--- src/lmb_pkg.sv ---
// Package for the local memory bus port: cycle codes, states, timing.
// Assumes a single 25 MHz core clock shared by the whole port.
package lmb_pkg;

  // ****************************************
  // Clock and timing
  // ****************************************
  localparam int CLK_MHZ = 25;
  localparam int CLK_PERIOD_NS = 40;
  // Least row precharge time in ns, converted to whole cycles (round up)
  localparam int RAS_PRE_NS = 80;
  localparam int RAS_PRE_CYC = (RAS_PRE_NS + CLK_PERIOD_NS - 1) / CLK_PERIOD_NS;
  // Least time from row strobe to column strobe
  localparam int RCD_NS = 40;
  localparam int RCD_CYC = (RCD_NS + CLK_PERIOD_NS - 1) / CLK_PERIOD_NS;
  localparam logic [3:0] PRE_CNT = 4'(RAS_PRE_CYC);
  localparam logic [3:0] RCD_CNT = 4'(RCD_CYC);

  // ****************************************
  // Widths
  // ****************************************
  localparam int ADDR_W = 32;
  localparam int DATA_W = 64;
  localparam int LANES = 8;

  // ****************************************
  // Bus width codes
  // ****************************************
  localparam logic [1:0] BW_8 = 2'h0;
  localparam logic [1:0] BW_16 = 2'h1;
  localparam logic [1:0] BW_32 = 2'h2;
  localparam logic [1:0] BW_64 = 2'h3;

  // ****************************************
  // Request types
  // ****************************************
  localparam logic [1:0] RQ_READ = 2'h0;
  localparam logic [1:0] RQ_WRITE = 2'h1;
  localparam logic [1:0] RQ_XFER = 2'h2;
  localparam logic [1:0] RQ_SPECIAL = 2'h3;

  // Cycle type codes outside the column phase: idle, row-phase types, open page
  localparam logic [5:0] ST_IDLE = 6'h00;
  localparam logic [5:0] ST_ROW_READ = 6'h01;
  localparam logic [5:0] ST_ROW_WRITE = 6'h02;
  localparam logic [5:0] ST_ROW_XFER = 6'h03;
  localparam logic [5:0] ST_ROW_SPEC = 6'h04;
  localparam logic [5:0] ST_ROW_PAGE = 6'h05;

  // Endian mode sampled at reset release
  localparam logic ENDIAN_LITTLE = 1'b0;

  typedef enum logic [2:0] {
    LMB_IDLE,
    LMB_ROW,
    LMB_RCD,
    LMB_COL,
    LMB_PRE
  } lmb_state_t;

endpackage

--- src/lmb_port.sv ---
// Local memory bus port: address, data, strobes and status for DRAM,
// VRAM and SDRAM. Assumes glue logic answers sizing, page, shift,
// timing, ready, retry and fault inputs synchronously to i_clk.
`timescale 1ns/1ps
`default_nettype none

// Summary of operation
// - Drive 32-bit byte address, row/column multiplexed
// - Column address shifted by one of eight
// - Bus width input sizes transfers dynamically
// - Cycle timing code shapes memory cycle
// - Up to 64 data bits each cycle
// - Drive transceiver enable, active low
// - Direction low inbound, high outbound
// - Page size decides new row access
// - Ready low inserts wait states
// - Row latch falls on valid address
// - Retry low abandons and reschedules cycle
// - Status gives row type, then requester
// - Custom timing alters row, column strobes
// - Custom timing level at reset sets endian
// - Eight byte-lane column strobes
// - Special function output for VRAM ops
// - Single row address strobe output
// - Output enable, transfer or SDRAM CAS
// - Write enable low before column strobes
// - Endian sampled at reset release edge
// - Outputs registered on one clock, except request ready and the output clock
module lmb_port (
  input wire logic i_clk,
  input wire logic i_nrst,
  input wire logic i_clk_en,
  // Internal request side
  input wire logic i_req_valid,
  output logic o_req_ready,
  input wire logic [1:0] i_req_type,
  input wire logic [3:0] i_req_source,
  input wire logic [31:0] i_req_addr,
  input wire logic [63:0] i_req_wdata,
  input wire logic [7:0] i_req_lanes,
  output logic o_done,
  output logic o_fault,
  output logic [63:0] o_rdata,
  output logic o_endian_mode,
  // Memory side
  input wire logic [2:0] i_col_addr_shift_sel,
  input wire logic [1:0] i_bus_width_sel,
  input wire logic [2:0] i_cycle_timing_sel,
  input wire logic [3:0] i_page_size_sel,
  input wire logic i_ready,
  input wire logic i_retry_n,
  input wire logic i_fault_n,
  input wire logic i_custom_timing_sel,
  input wire logic [63:0] i_mem_data_io,
  output logic [63:0] o_mem_data_io,
  output logic o_mem_data_io_oe_n,
  output logic [31:0] o_mem_addr_out,
  output logic o_xcvr_enable_n,
  output logic o_xcvr_direction,
  output logic o_row_addr_latch,
  output logic [5:0] o_cycle_type_code,
  output logic [7:0] o_col_strobe_lanes_n,
  output logic o_vram_special_func,
  output logic o_ras_n,
  output logic o_out_enable_or_col_strobe_n,
  output logic o_write_n,
  output logic o_output_clock
);

  // ****************************************
  // Helpers
  // ****************************************
  // Bytes moved per beat for a bus width code
  function automatic logic [3:0] beat_bytes(input logic [1:0] bw);
    case (bw)
      lmb_pkg::BW_8: beat_bytes = 4'h1;
      lmb_pkg::BW_16: beat_bytes = 4'h2;
      lmb_pkg::BW_32: beat_bytes = 4'h4;
      default: beat_bytes = 4'h8;
    endcase
  endfunction

  // Row compare mask: page of 2^(ps+8) bytes
  function automatic logic [31:0] page_mask(input logic [3:0] ps);
    page_mask = 32'hffffffff << (5'(ps) + 5'h08);
  endfunction

  lmb_pkg::lmb_state_t state_r;
  logic [31:0] addr_r;
  logic [31:0] open_row_r;
  logic row_open_r;
  logic [1:0] type_r;
  logic [3:0] src_r;
  logic [63:0] wdata_r;
  logic [7:0] lanes_r;
  logic [3:0] cnt_r;
  logic [3:0] bytes_left_r;
  logic [3:0] offs_r;
  logic endian_r;
  logic in_reset_r;
  logic is_wr;
  logic [3:0] bb;
  logic [31:0] col_addr;
  logic new_row;

  assign is_wr = (type_r == lmb_pkg::RQ_WRITE);
  assign bb = beat_bytes(i_bus_width_sel);
  assign col_addr = (addr_r + 32'(offs_r)) >> i_col_addr_shift_sel;
  assign new_row = !row_open_r ||
    ((i_req_addr & page_mask(i_page_size_sel)) !=
     (open_row_r & page_mask(i_page_size_sel)));
  assign o_req_ready = i_clk_en && (state_r == lmb_pkg::LMB_IDLE) &&
    !in_reset_r;
  // Output clock mirrors the core clock; outputs all launch on i_clk
  assign o_output_clock = i_clk;

  // ****************************************
  // Endian strap
  // ****************************************
  // Sampled on the first enabled cycle out of reset, not under reset
  always_ff @(posedge i_clk) begin
    if (!i_nrst) begin
      in_reset_r <= 1'b1;
      endian_r <= lmb_pkg::ENDIAN_LITTLE;
    end else if (i_clk_en && in_reset_r) begin
      in_reset_r <= 1'b0;
      endian_r <= i_custom_timing_sel;
    end
  end
  assign o_endian_mode = endian_r;

  // ****************************************
  // Cycle sequencer
  // ****************************************
  always_ff @(posedge i_clk) begin
    if (!i_nrst) begin
      state_r <= lmb_pkg::LMB_IDLE;
      addr_r <= 32'h0;
      open_row_r <= 32'h0;
      row_open_r <= 1'b0;
      type_r <= lmb_pkg::RQ_READ;
      src_r <= 4'h0;
      wdata_r <= 64'h0;
      lanes_r <= 8'h0;
      cnt_r <= 4'h0;
      bytes_left_r <= 4'h0;
      offs_r <= 4'h0;
      o_done <= 1'b0;
      o_fault <= 1'b0;
    end else if (i_clk_en) begin
      o_done <= 1'b0;
      o_fault <= 1'b0;
      case (state_r)
        lmb_pkg::LMB_IDLE: begin
          if (i_req_valid && !in_reset_r) begin
            addr_r <= i_req_addr;
            type_r <= i_req_type;
            src_r <= i_req_source;
            wdata_r <= i_req_wdata;
            lanes_r <= i_req_lanes;
            offs_r <= 4'h0;
            bytes_left_r <= 4'h8;
            if (new_row) begin
              // Close any open page before opening another
              cnt_r <= lmb_pkg::PRE_CNT;
              state_r <= row_open_r ? lmb_pkg::LMB_PRE : lmb_pkg::LMB_ROW;
            end else begin
              // Page hit: the data pins need one cycle to turn on first
              cnt_r <= 4'(i_cycle_timing_sel);
              state_r <= lmb_pkg::LMB_COL;
            end
          end
        end
        lmb_pkg::LMB_PRE: begin
          row_open_r <= 1'b0;
          if (cnt_r <= 4'h1) begin
            state_r <= lmb_pkg::LMB_ROW;
          end else begin
            cnt_r <= cnt_r - 4'h1;
          end
        end
        lmb_pkg::LMB_ROW: begin
          open_row_r <= addr_r;
          row_open_r <= 1'b1;
          // Custom timing stretches the row-to-column delay by one
          cnt_r <= lmb_pkg::RCD_CNT + 4'(i_custom_timing_sel);
          state_r <= lmb_pkg::LMB_RCD;
        end
        lmb_pkg::LMB_RCD: begin
          if (!i_fault_n) begin
            // Row fault ends the access at once
            o_fault <= 1'b1;
            row_open_r <= 1'b0;
            state_r <= lmb_pkg::LMB_IDLE;
          end else if (cnt_r <= 4'h1) begin
            cnt_r <= 4'(i_cycle_timing_sel);
            state_r <= lmb_pkg::LMB_COL;
          end else begin
            cnt_r <= cnt_r - 4'h1;
          end
        end
        lmb_pkg::LMB_COL: begin
          if (!i_retry_n) begin
            // Busy memory: drop the row, request is replayed later
            row_open_r <= 1'b0;
            cnt_r <= lmb_pkg::PRE_CNT;
            offs_r <= 4'h0;
            bytes_left_r <= 4'h8;
            state_r <= lmb_pkg::LMB_PRE;
          end else if (cnt_r != 4'h0) begin
            cnt_r <= cnt_r - 4'h1;
          end else if (i_ready && !o_xcvr_enable_n) begin
            // Beat ends only once the pins have stood a full cycle
            if (bytes_left_r <= bb) begin
              o_done <= 1'b1;
              state_r <= lmb_pkg::LMB_IDLE;
            end else begin
              bytes_left_r <= bytes_left_r - bb;
              offs_r <= offs_r + bb;
              cnt_r <= 4'(i_cycle_timing_sel);
            end
          end
        end
        default: state_r <= lmb_pkg::LMB_IDLE;
      endcase
    end
  end

  // ****************************************
  // Registered pin drivers
  // ****************************************
  logic col_ph;
  logic row_ph;
  logic [63:0] wdata_sh;
  assign col_ph = (state_r == lmb_pkg::LMB_COL) && i_retry_n;
  assign row_ph = (state_r == lmb_pkg::LMB_ROW) ||
    (state_r == lmb_pkg::LMB_RCD);
  // Narrow buses carry the current slice on the low lanes
  assign wdata_sh = wdata_r >> (8 * offs_r);

  // ****************************************
  // Read lanes
  // ****************************************
  // Each byte lane takes its slice from the low lanes of a narrow bus
  generate
    for (genvar k = 0; k < lmb_pkg::LANES; k++) begin : g_rd_lane
      logic [3:0] src_lane;
      logic take;
      assign src_lane = 4'(k) - offs_r;
      assign take = col_ph && (cnt_r == 4'h0) && i_ready &&
        !o_xcvr_enable_n && !is_wr && (4'(k) >= offs_r) && (src_lane < bb);
      always_ff @(posedge i_clk) begin
        if (!i_nrst) begin
          o_rdata[8*k +: 8] <= 8'h00;
        end else if (i_clk_en && take) begin
          o_rdata[8*k +: 8] <= i_mem_data_io[8*src_lane[2:0] +: 8];
        end
      end
    end
  endgenerate

  // ****************************************
  // Address and row pins
  // ****************************************
  always_ff @(posedge i_clk) begin
    if (!i_nrst) begin
      o_mem_addr_out <= 32'h0;
      o_row_addr_latch <= 1'b0;
      o_ras_n <= 1'b1;
    end else if (i_clk_en) begin
      o_mem_addr_out <= col_ph ? col_addr : addr_r;
      // High in the row cycle, falls once the address is stable
      o_row_addr_latch <= (state_r == lmb_pkg::LMB_ROW);
      // Custom timing holds the row strobe off in the first row cycle
      o_ras_n <= !(row_open_r || ((state_r == lmb_pkg::LMB_ROW) &&
        !i_custom_timing_sel));
    end
  end

  // ****************************************
  // Column and control strobes
  // ****************************************
  always_ff @(posedge i_clk) begin
    if (!i_nrst) begin
      o_col_strobe_lanes_n <= 8'hff;
      o_out_enable_or_col_strobe_n <= 1'b1;
      o_write_n <= 1'b1;
      o_vram_special_func <= 1'b0;
    end else if (i_clk_en) begin
      // Strobes wait one cycle behind write enable and the data pins,
      // so even a page hit has write enable low first
      o_col_strobe_lanes_n <= (col_ph && cnt_r == 4'h0 &&
        !o_xcvr_enable_n) ? ~lanes_r : 8'hff;
      o_out_enable_or_col_strobe_n <= !(col_ph &&
        (!is_wr || type_r == lmb_pkg::RQ_XFER));
      // Write enable goes low from the row phase, ahead of the strobes
      o_write_n <= !((row_ph || col_ph) && is_wr);
      o_vram_special_func <= (row_ph || col_ph) &&
        (type_r == lmb_pkg::RQ_SPECIAL);
    end
  end

  // ****************************************
  // Data pins and transceivers
  // ****************************************
  always_ff @(posedge i_clk) begin
    if (!i_nrst) begin
      o_xcvr_enable_n <= 1'b1;
      o_xcvr_direction <= 1'b0;
      o_mem_data_io <= 64'h0;
      o_mem_data_io_oe_n <= 1'b1;
    end else if (i_clk_en) begin
      o_xcvr_enable_n <= !col_ph;
      o_xcvr_direction <= col_ph && is_wr;
      o_mem_data_io <= wdata_sh;
      o_mem_data_io_oe_n <= !(col_ph && is_wr);
    end
  end

  // ****************************************
  // Status code
  // ****************************************
  always_ff @(posedge i_clk) begin
    if (!i_nrst) begin
      o_cycle_type_code <= lmb_pkg::ST_IDLE;
    end else if (i_clk_en) begin
      if (col_ph) begin
        o_cycle_type_code <= {src_r, type_r};
      end else if (row_ph) begin
        case (type_r)
          lmb_pkg::RQ_READ: o_cycle_type_code <= lmb_pkg::ST_ROW_READ;
          lmb_pkg::RQ_WRITE: o_cycle_type_code <= lmb_pkg::ST_ROW_WRITE;
          lmb_pkg::RQ_XFER: o_cycle_type_code <= lmb_pkg::ST_ROW_XFER;
          default: o_cycle_type_code <= lmb_pkg::ST_ROW_SPEC;
        endcase
      end else begin
        o_cycle_type_code <= row_open_r ? lmb_pkg::ST_ROW_PAGE :
          lmb_pkg::ST_IDLE;
      end
    end
  end

endmodule

`default_nettype wire

--- config.mk ---
export PLATFORM = sky130hd
export DESIGN_NAME = lmb_port
export DESIGN_NICKNAME = d
export VERILOG_FILES = /design/src/lmb_pkg.sv /design/src/lmb_port.sv
export SDC_FILE = /design/constraint.sdc
export NUM_CORES = 1
export LEC_CHECK = 0
export ABC_CLOCK_PERIOD_IN_PS = 8100
export BUFFER_PORTS_ARGS = -buffer_cell sky130_fd_sc_hd__buf_2
export CAP_MARGIN = 20
export CORE_ASPECT_RATIO = 0.9
export CORE_MARGIN = 1.5
export CORE_UTILIZATION = 61
export DETAILED_ROUTE_END_ITERATION = 8
export HOLD_SLACK_MARGIN = 0.03
export PLACE_DENSITY_LB_ADDON = 0.08
export SKIP_LAST_GASP = 1
export SYNTH_ARGS = -nofsm -noshare
export SYNTH_HDL_FRONTEND = slang
export SYNTH_SLANG_ARGS = --single-unit
--- constraint.sdc ---
create_clock -name i_clk -period 8.1 [get_ports i_clk]
set_clock_uncertainty 0.2 [all_clocks]
set_input_delay 2.025 -clock i_clk [delete_from_list [all_inputs] [get_ports i_clk]]
set_output_delay 2.025 -clock i_clk [all_outputs]
set_load 0.01 [all_outputs]
# Word-level counts from Yosys, hierarchy flattened
# Cells that the tools add are included.
dict set report word_totals {
  out_inout_bits 187
  regBits 344
  elab_cells 223
  in_bits 194
}
dict set report op_classes {
  n_reduce_logical 69
  n_eq_ne 23
  n_addsub 14
  shifts 11
  order_cmp 18
  mux 50
  bitwise 3
}
# operator n
set op_table {}
lappend op_table {{64-bit by 7-bit indexed part select with 8-bit output} 8}
lappend op_table {{4-bit two-way mux} 18}
lappend op_table {{32-bit AND} 2}
lappend op_table {{64-bit by 7-bit right shift with 64-bit output} 1}
lappend op_table {{1-bit logical AND} 40}
lappend op_table {{3-bit two-way mux} 12}
lappend op_table {{32-bit by 4-bit adder with 32-bit output} 1}
lappend op_table {{4-bit < comparator} 8}
lappend op_table {{32-bit two-way mux} 1}
lappend op_table {{32-bit != test} 1}
lappend op_table {{32-bit by 5-bit left shift with 32-bit output (first input constant)} 1}
lappend op_table {{32-bit by 3-bit right shift with 32-bit output} 1}
lappend op_table {{4-bit case mux with 5 select lines} 1}
lappend op_table {{3-bit by 4-bit greater-or-equal comparator with 1-bit output (first input constant)} 4}
lappend op_table {{4-bit case mux with 2 select lines} 2}
lappend op_table {{3-bit by 4-bit subtractor with 4-bit output (first input constant)} 4}
lappend op_table {{3-bit != test (second input constant)} 5}
lappend op_table {{3-bit case mux with 5 select lines} 1}
lappend op_table {{7-bit AND reduction} 2}
lappend op_table {{6-bit two-way mux} 2}
lappend op_table {{4-bit case mux with 3 select lines} 1}
lappend op_table {{1-bit logical NOT} 10}
lappend op_table {{2-bit != test (second input constant)} 5}
lappend op_table {{1-bit two-way mux} 9}
lappend op_table {{33 further kinds} 48}

# Logic depth before layout (Yosys ltp)
dict set report logic_depth {
  ltp_word 9
  depth_mapped 15
  depth_no_buf 10
}

==> Flow_metrics.wiki <==
{| class="wikitable"
! Metric !! Value
|-
| Outcome || complete, no violations
|-
| Layout-stage area growth over the synthesis result || 15.4%
|-
| CP most frequent cell || sky130_fd_sc_hd__clkbuf_16
|-
| DIE HEIGHT || 176 um
|-
| Half-perimeter wire length after placement || 49100 um
|-
| Clk slew on worst S/H paths || 0.06 ns
|-
| Arrival time reported for the critical path endpoint || 4.43 ns
|-
| Average wire per standard cell || 22.3 um
|-
| First-pass GRT wire length || 109000 um
|-
| Share of post-route cells with drive strength above 1 || 22.9%
|-
| Leftover overflow at the end of global routing || 0
|-
| Die Footprint || between 0.03 and 0.04 mm^2
|-
| IR Drop Worst-Case VDD || 0.000206 V
|-
| Resized cells post-CTS || 0
|-
| Number of flops mapped to enable cells by yosys || 0
|-
| Post-CTS setup buffers || 0
|-
| Number of vias in the routed layout || about 21k
|-
| Final setup violation count || 0
|-
| TritonCTS clock tree || done
|-
| First DRT Iteration DRCs || 2607
|-
| Capturing element type of the critical path || output pin
|-
| Initial standard-cell utilization of the core || 61.6%
|-
| Slew at the pin closest to its max-slew limit || 1.14 ns
|-
| Yosys Warn Count || 0
|-
| Remaining antenna violation count || 0
|-
| Final Routed Wirelength || 70900 um
|-
| Number of global-route vias before repair || roughly 19k
|-
| Grt met1 use || 54.2%
|-
| Top cell type by total area after synthesis || sky130_fd_sc_hd__dfxtp_1
|-
| Sequential fraction of the synthesis area || 33.3%
|-
| Fraction of registers with async set/reset || 0%
|-
| List of cells traversed by the critical path || clkbuf_16 > clkbuf_16 > buf_2
|-
| Top cells by count, synth || sky130_fd_sc_hd__nand2_1, sky130_fd_sc_hd__dfxtp_1, sky130_fd_sc_hd__a21oi_1
|-
| 1st-pass router iterations || 9
|-
| Static leakage power || slightly above 9 nW
|-
| Pre-CTS setup slack || between 1.5 and 2 ns
|-
| Data required time at the worst endpoint || a little under 6 ns
|-
| Number of synthesized register bits || 336
|-
| Total routing usage reported by global routing || 40.3%
|-
| Max_slew headroom || 24.0%
|-
| Number of antenna violations at the first check in global routing || 10
|-
| Largest net degree at the start of global routing || ~110
|-
| Cell family contributing the most delay on the critical path || buffers and inverters
|-
| Unrepaired setup endpoints after global routing || false
|-
| Floorplan die width || 195 um
|-
| Post-DR vias/cell || 6.59
|-
| Cts-stage hold buffer count || 0
|-
| Max FO, Critical Path || 2
|-
| Max-cap violation count || 0
|-
| Power Density || 191 mW/mm^2
|-
| Final cell count without fillers || 3172
|-
| Remaining design rule violation count || 0
|-
| Final Worst Setup Slack || 1.45 ns
|-
| IO Port Bufs || 380
|-
| Global-route track usage on met3 || 10.3%
|-
| Total nets after synthesis || 2733
|-
| Row count || 63
|-
| Most area-consuming cells after synthesis || sky130_fd_sc_hd__dfxtp_1, sky130_fd_sc_hd__nand2_1, sky130_fd_sc_hd__mux4_2
|-
| Core outline area || 0.0328 mm^2
|-
| Most instantiated library cell after synthesis || sky130_fd_sc_hd__nand2_1
|-
| Max stage delay on crit path || 0.13 ns
|-
| Gp weighted congestion || approximately 0.96
|-
| Layer with the highest usage after global routing || met2
|-
| Cell at the slowest stage of the critical path || sky130_fd_sc_hd__clkbuf_16
|-
| Number of distinct library cells after synthesis || 91
|-
| Setup CP Type || clock port to output pin
|-
| Dominant synthesized flop cell || sky130_fd_sc_hd__dfxtp_1
|-
| Average cell area after synthesis || 8.13 um^2
|-
| Cell count after synthesis || 2486
|-
| I/O pin count || 381
|-
| Clock latency on the worst-skew pair || between 0.6 and 0.7 ns
|-
| Number of nets in the layout || between 2k and 3k
|-
| Critical Path Source Type || clock port
|-
| Final setup TNS || 0 ns
|-
| DP Cell Count || 3093
|-
| Cell area after technology mapping || 0.0202 mm^2
|-
| Count of endpoints failing hold in the final timing report || 0
|-
| Global Route met2 Usage || 62.3%
|-
| Worst Path Buf+Inv || 3
|-
| Path category of the worst min-delay check || flip-flop to flip-flop
|-
| Area share of the largest cell type after synthesis || 33.3%
|-
| Number of max-slew violations in the final report || 0
|}
[state kept, by name, indices dropped and copies added (netlist names), 8 cells and up]
register and cells:
o_rdata 64, lanes_r 8, open_row_r 24, o_col_strobe_lanes_n 8, o_mem_addr_out 32, wdata_r 64, o_mem_data_io 64, addr_r 32
[worst min-delay path, cell delays in order, from the launching register on]
cell	delay (ns)
sky130_fd_sc_hd__dfxtp_1	0.31
sky130_fd_sc_hd__nand2_1	0.05
sky130_fd_sc_hd__a21oi_1	0.05
[cells in the final DEF (no fill, tap or decap), types with 14 or more instances in the layout]
| master | n |
|---|---|
| sky130_fd_sc_hd__a31oi_1 | 15 |
| sky130_fd_sc_hd__nor2b_1 | 25 |
| sky130_fd_sc_hd__o21ai_0 | 83 |
| sky130_fd_sc_hd__nand4_1 | 21 |
| sky130_fd_sc_hd__nor3_1 | 53 |
| sky130_fd_sc_hd__a311oi_1 | 31 |
| sky130_fd_sc_hd__mux2i_1 | 59 |
| sky130_fd_sc_hd__inv_1 | 28 |
| sky130_fd_sc_hd__buf_4 | 25 |
| sky130_fd_sc_hd__or3_1 | 15 |
| sky130_fd_sc_hd__xor2_1 | 21 |
| sky130_fd_sc_hd__buf_2 | 381 |
| sky130_fd_sc_hd__xnor2_1 | 25 |
| sky130_fd_sc_hd__nand3_1 | 38 |
| sky130_fd_sc_hd__clkbuf_16 | 41 |
| sky130_fd_sc_hd__a21oi_1 | 262 |
| sky130_fd_sc_hd__dfxtp_1 | 334 |
| sky130_fd_sc_hd__nor4_1 | 16 |
| sky130_fd_sc_hd__ha_1 | 49 |
| sky130_fd_sc_hd__nor2_1 | 191 |
| sky130_fd_sc_hd__mux4_2 | 96 |
| sky130_fd_sc_hd__nand2_1 | 583 |
| sky130_fd_sc_hd__a22oi_1 | 33 |
| sky130_fd_sc_hd__o211ai_1 | 14 |
| sky130_fd_sc_hd__a211oi_1 | 36 |
[metal layers]
| metal | routed length (um) | up-vias | share of wire, % |
|---|---|---|---|
| met5 | 17 | - | 0.024 |
| met4 | 2850 | 2 | 4.0 |
| met3 | 8390 | 205 | 12 |
| met2 | 31700 | 1367 | 45 |
| met1 | 28000 | 9964 | 39 |
| li1 | - | 9381 | - |
[cell families after synthesis]
group | synth area share, %
AO/OA/AOI/OAI | 19.5
XOR/XNOR | 1.99
adder cells (fa/ha/maj) | 3.43
buffers and inverters | 5.50
flip-flops | 33.3
multiplexers | 14.1
AND/OR/NAND/NOR | 22.2
[per-stage QoR]
stage | power [mW] | util [%] | cell area, um^2 | hold slack (ns)
after floorplan | 2.35 | - | 20200 | 0.232
after global placement | 2.58 | 66.9 | 21900 | 0.239
after detailed placement | 2.60 | 66.9 | 21900 | 0.248
after CTS | 4.43 | 71.0 | 23300 | 0.257
after global routing | 4.60 | 71.1 | 23300 | 0.271
final | 4.45 | 71.1 | 23300 | 0.259
[layout make-up]
cell class,instances,area [um^2]
multi-input cells,1892,12400
fillers,2666,9480
flip-flops and latches,336,6730
repair buffers,406,2110
clock buffers,51,1140
well taps,422,528
clock inverters,20,216
inverters,36,144
diodes,9,22.5
[power by group]
group	internal, mW	leakage [nW]	switching [mW]	total (mW)
registers	1.74	2.72	0.140	1.88
logic	0.277	5.82	0.429	0.705
clock network	1.10	0.675	0.760	1.86
total	3.12	9.22	1.33	4.45
[worst paths after layout]
kind	start	end	cells past startpoint	slack, ns
max	i_clk	o_output_clock	3	1.45
min	lanes_r[2]$_SDFFE_PN0P_	lanes_r[2]$_SDFFE_PN0P_	2	0.26
max reg2reg	offs_r[2]$_SDFFE_PN0P_	o_rdata[40]$_SDFFE_PN0P_	9	3.24
min reg2reg	lanes_r[2]$_SDFFE_PN0P_	lanes_r[2]$_SDFFE_PN0P_	2	0.26
No activity file was read; power rests on OpenSTA's default activity.
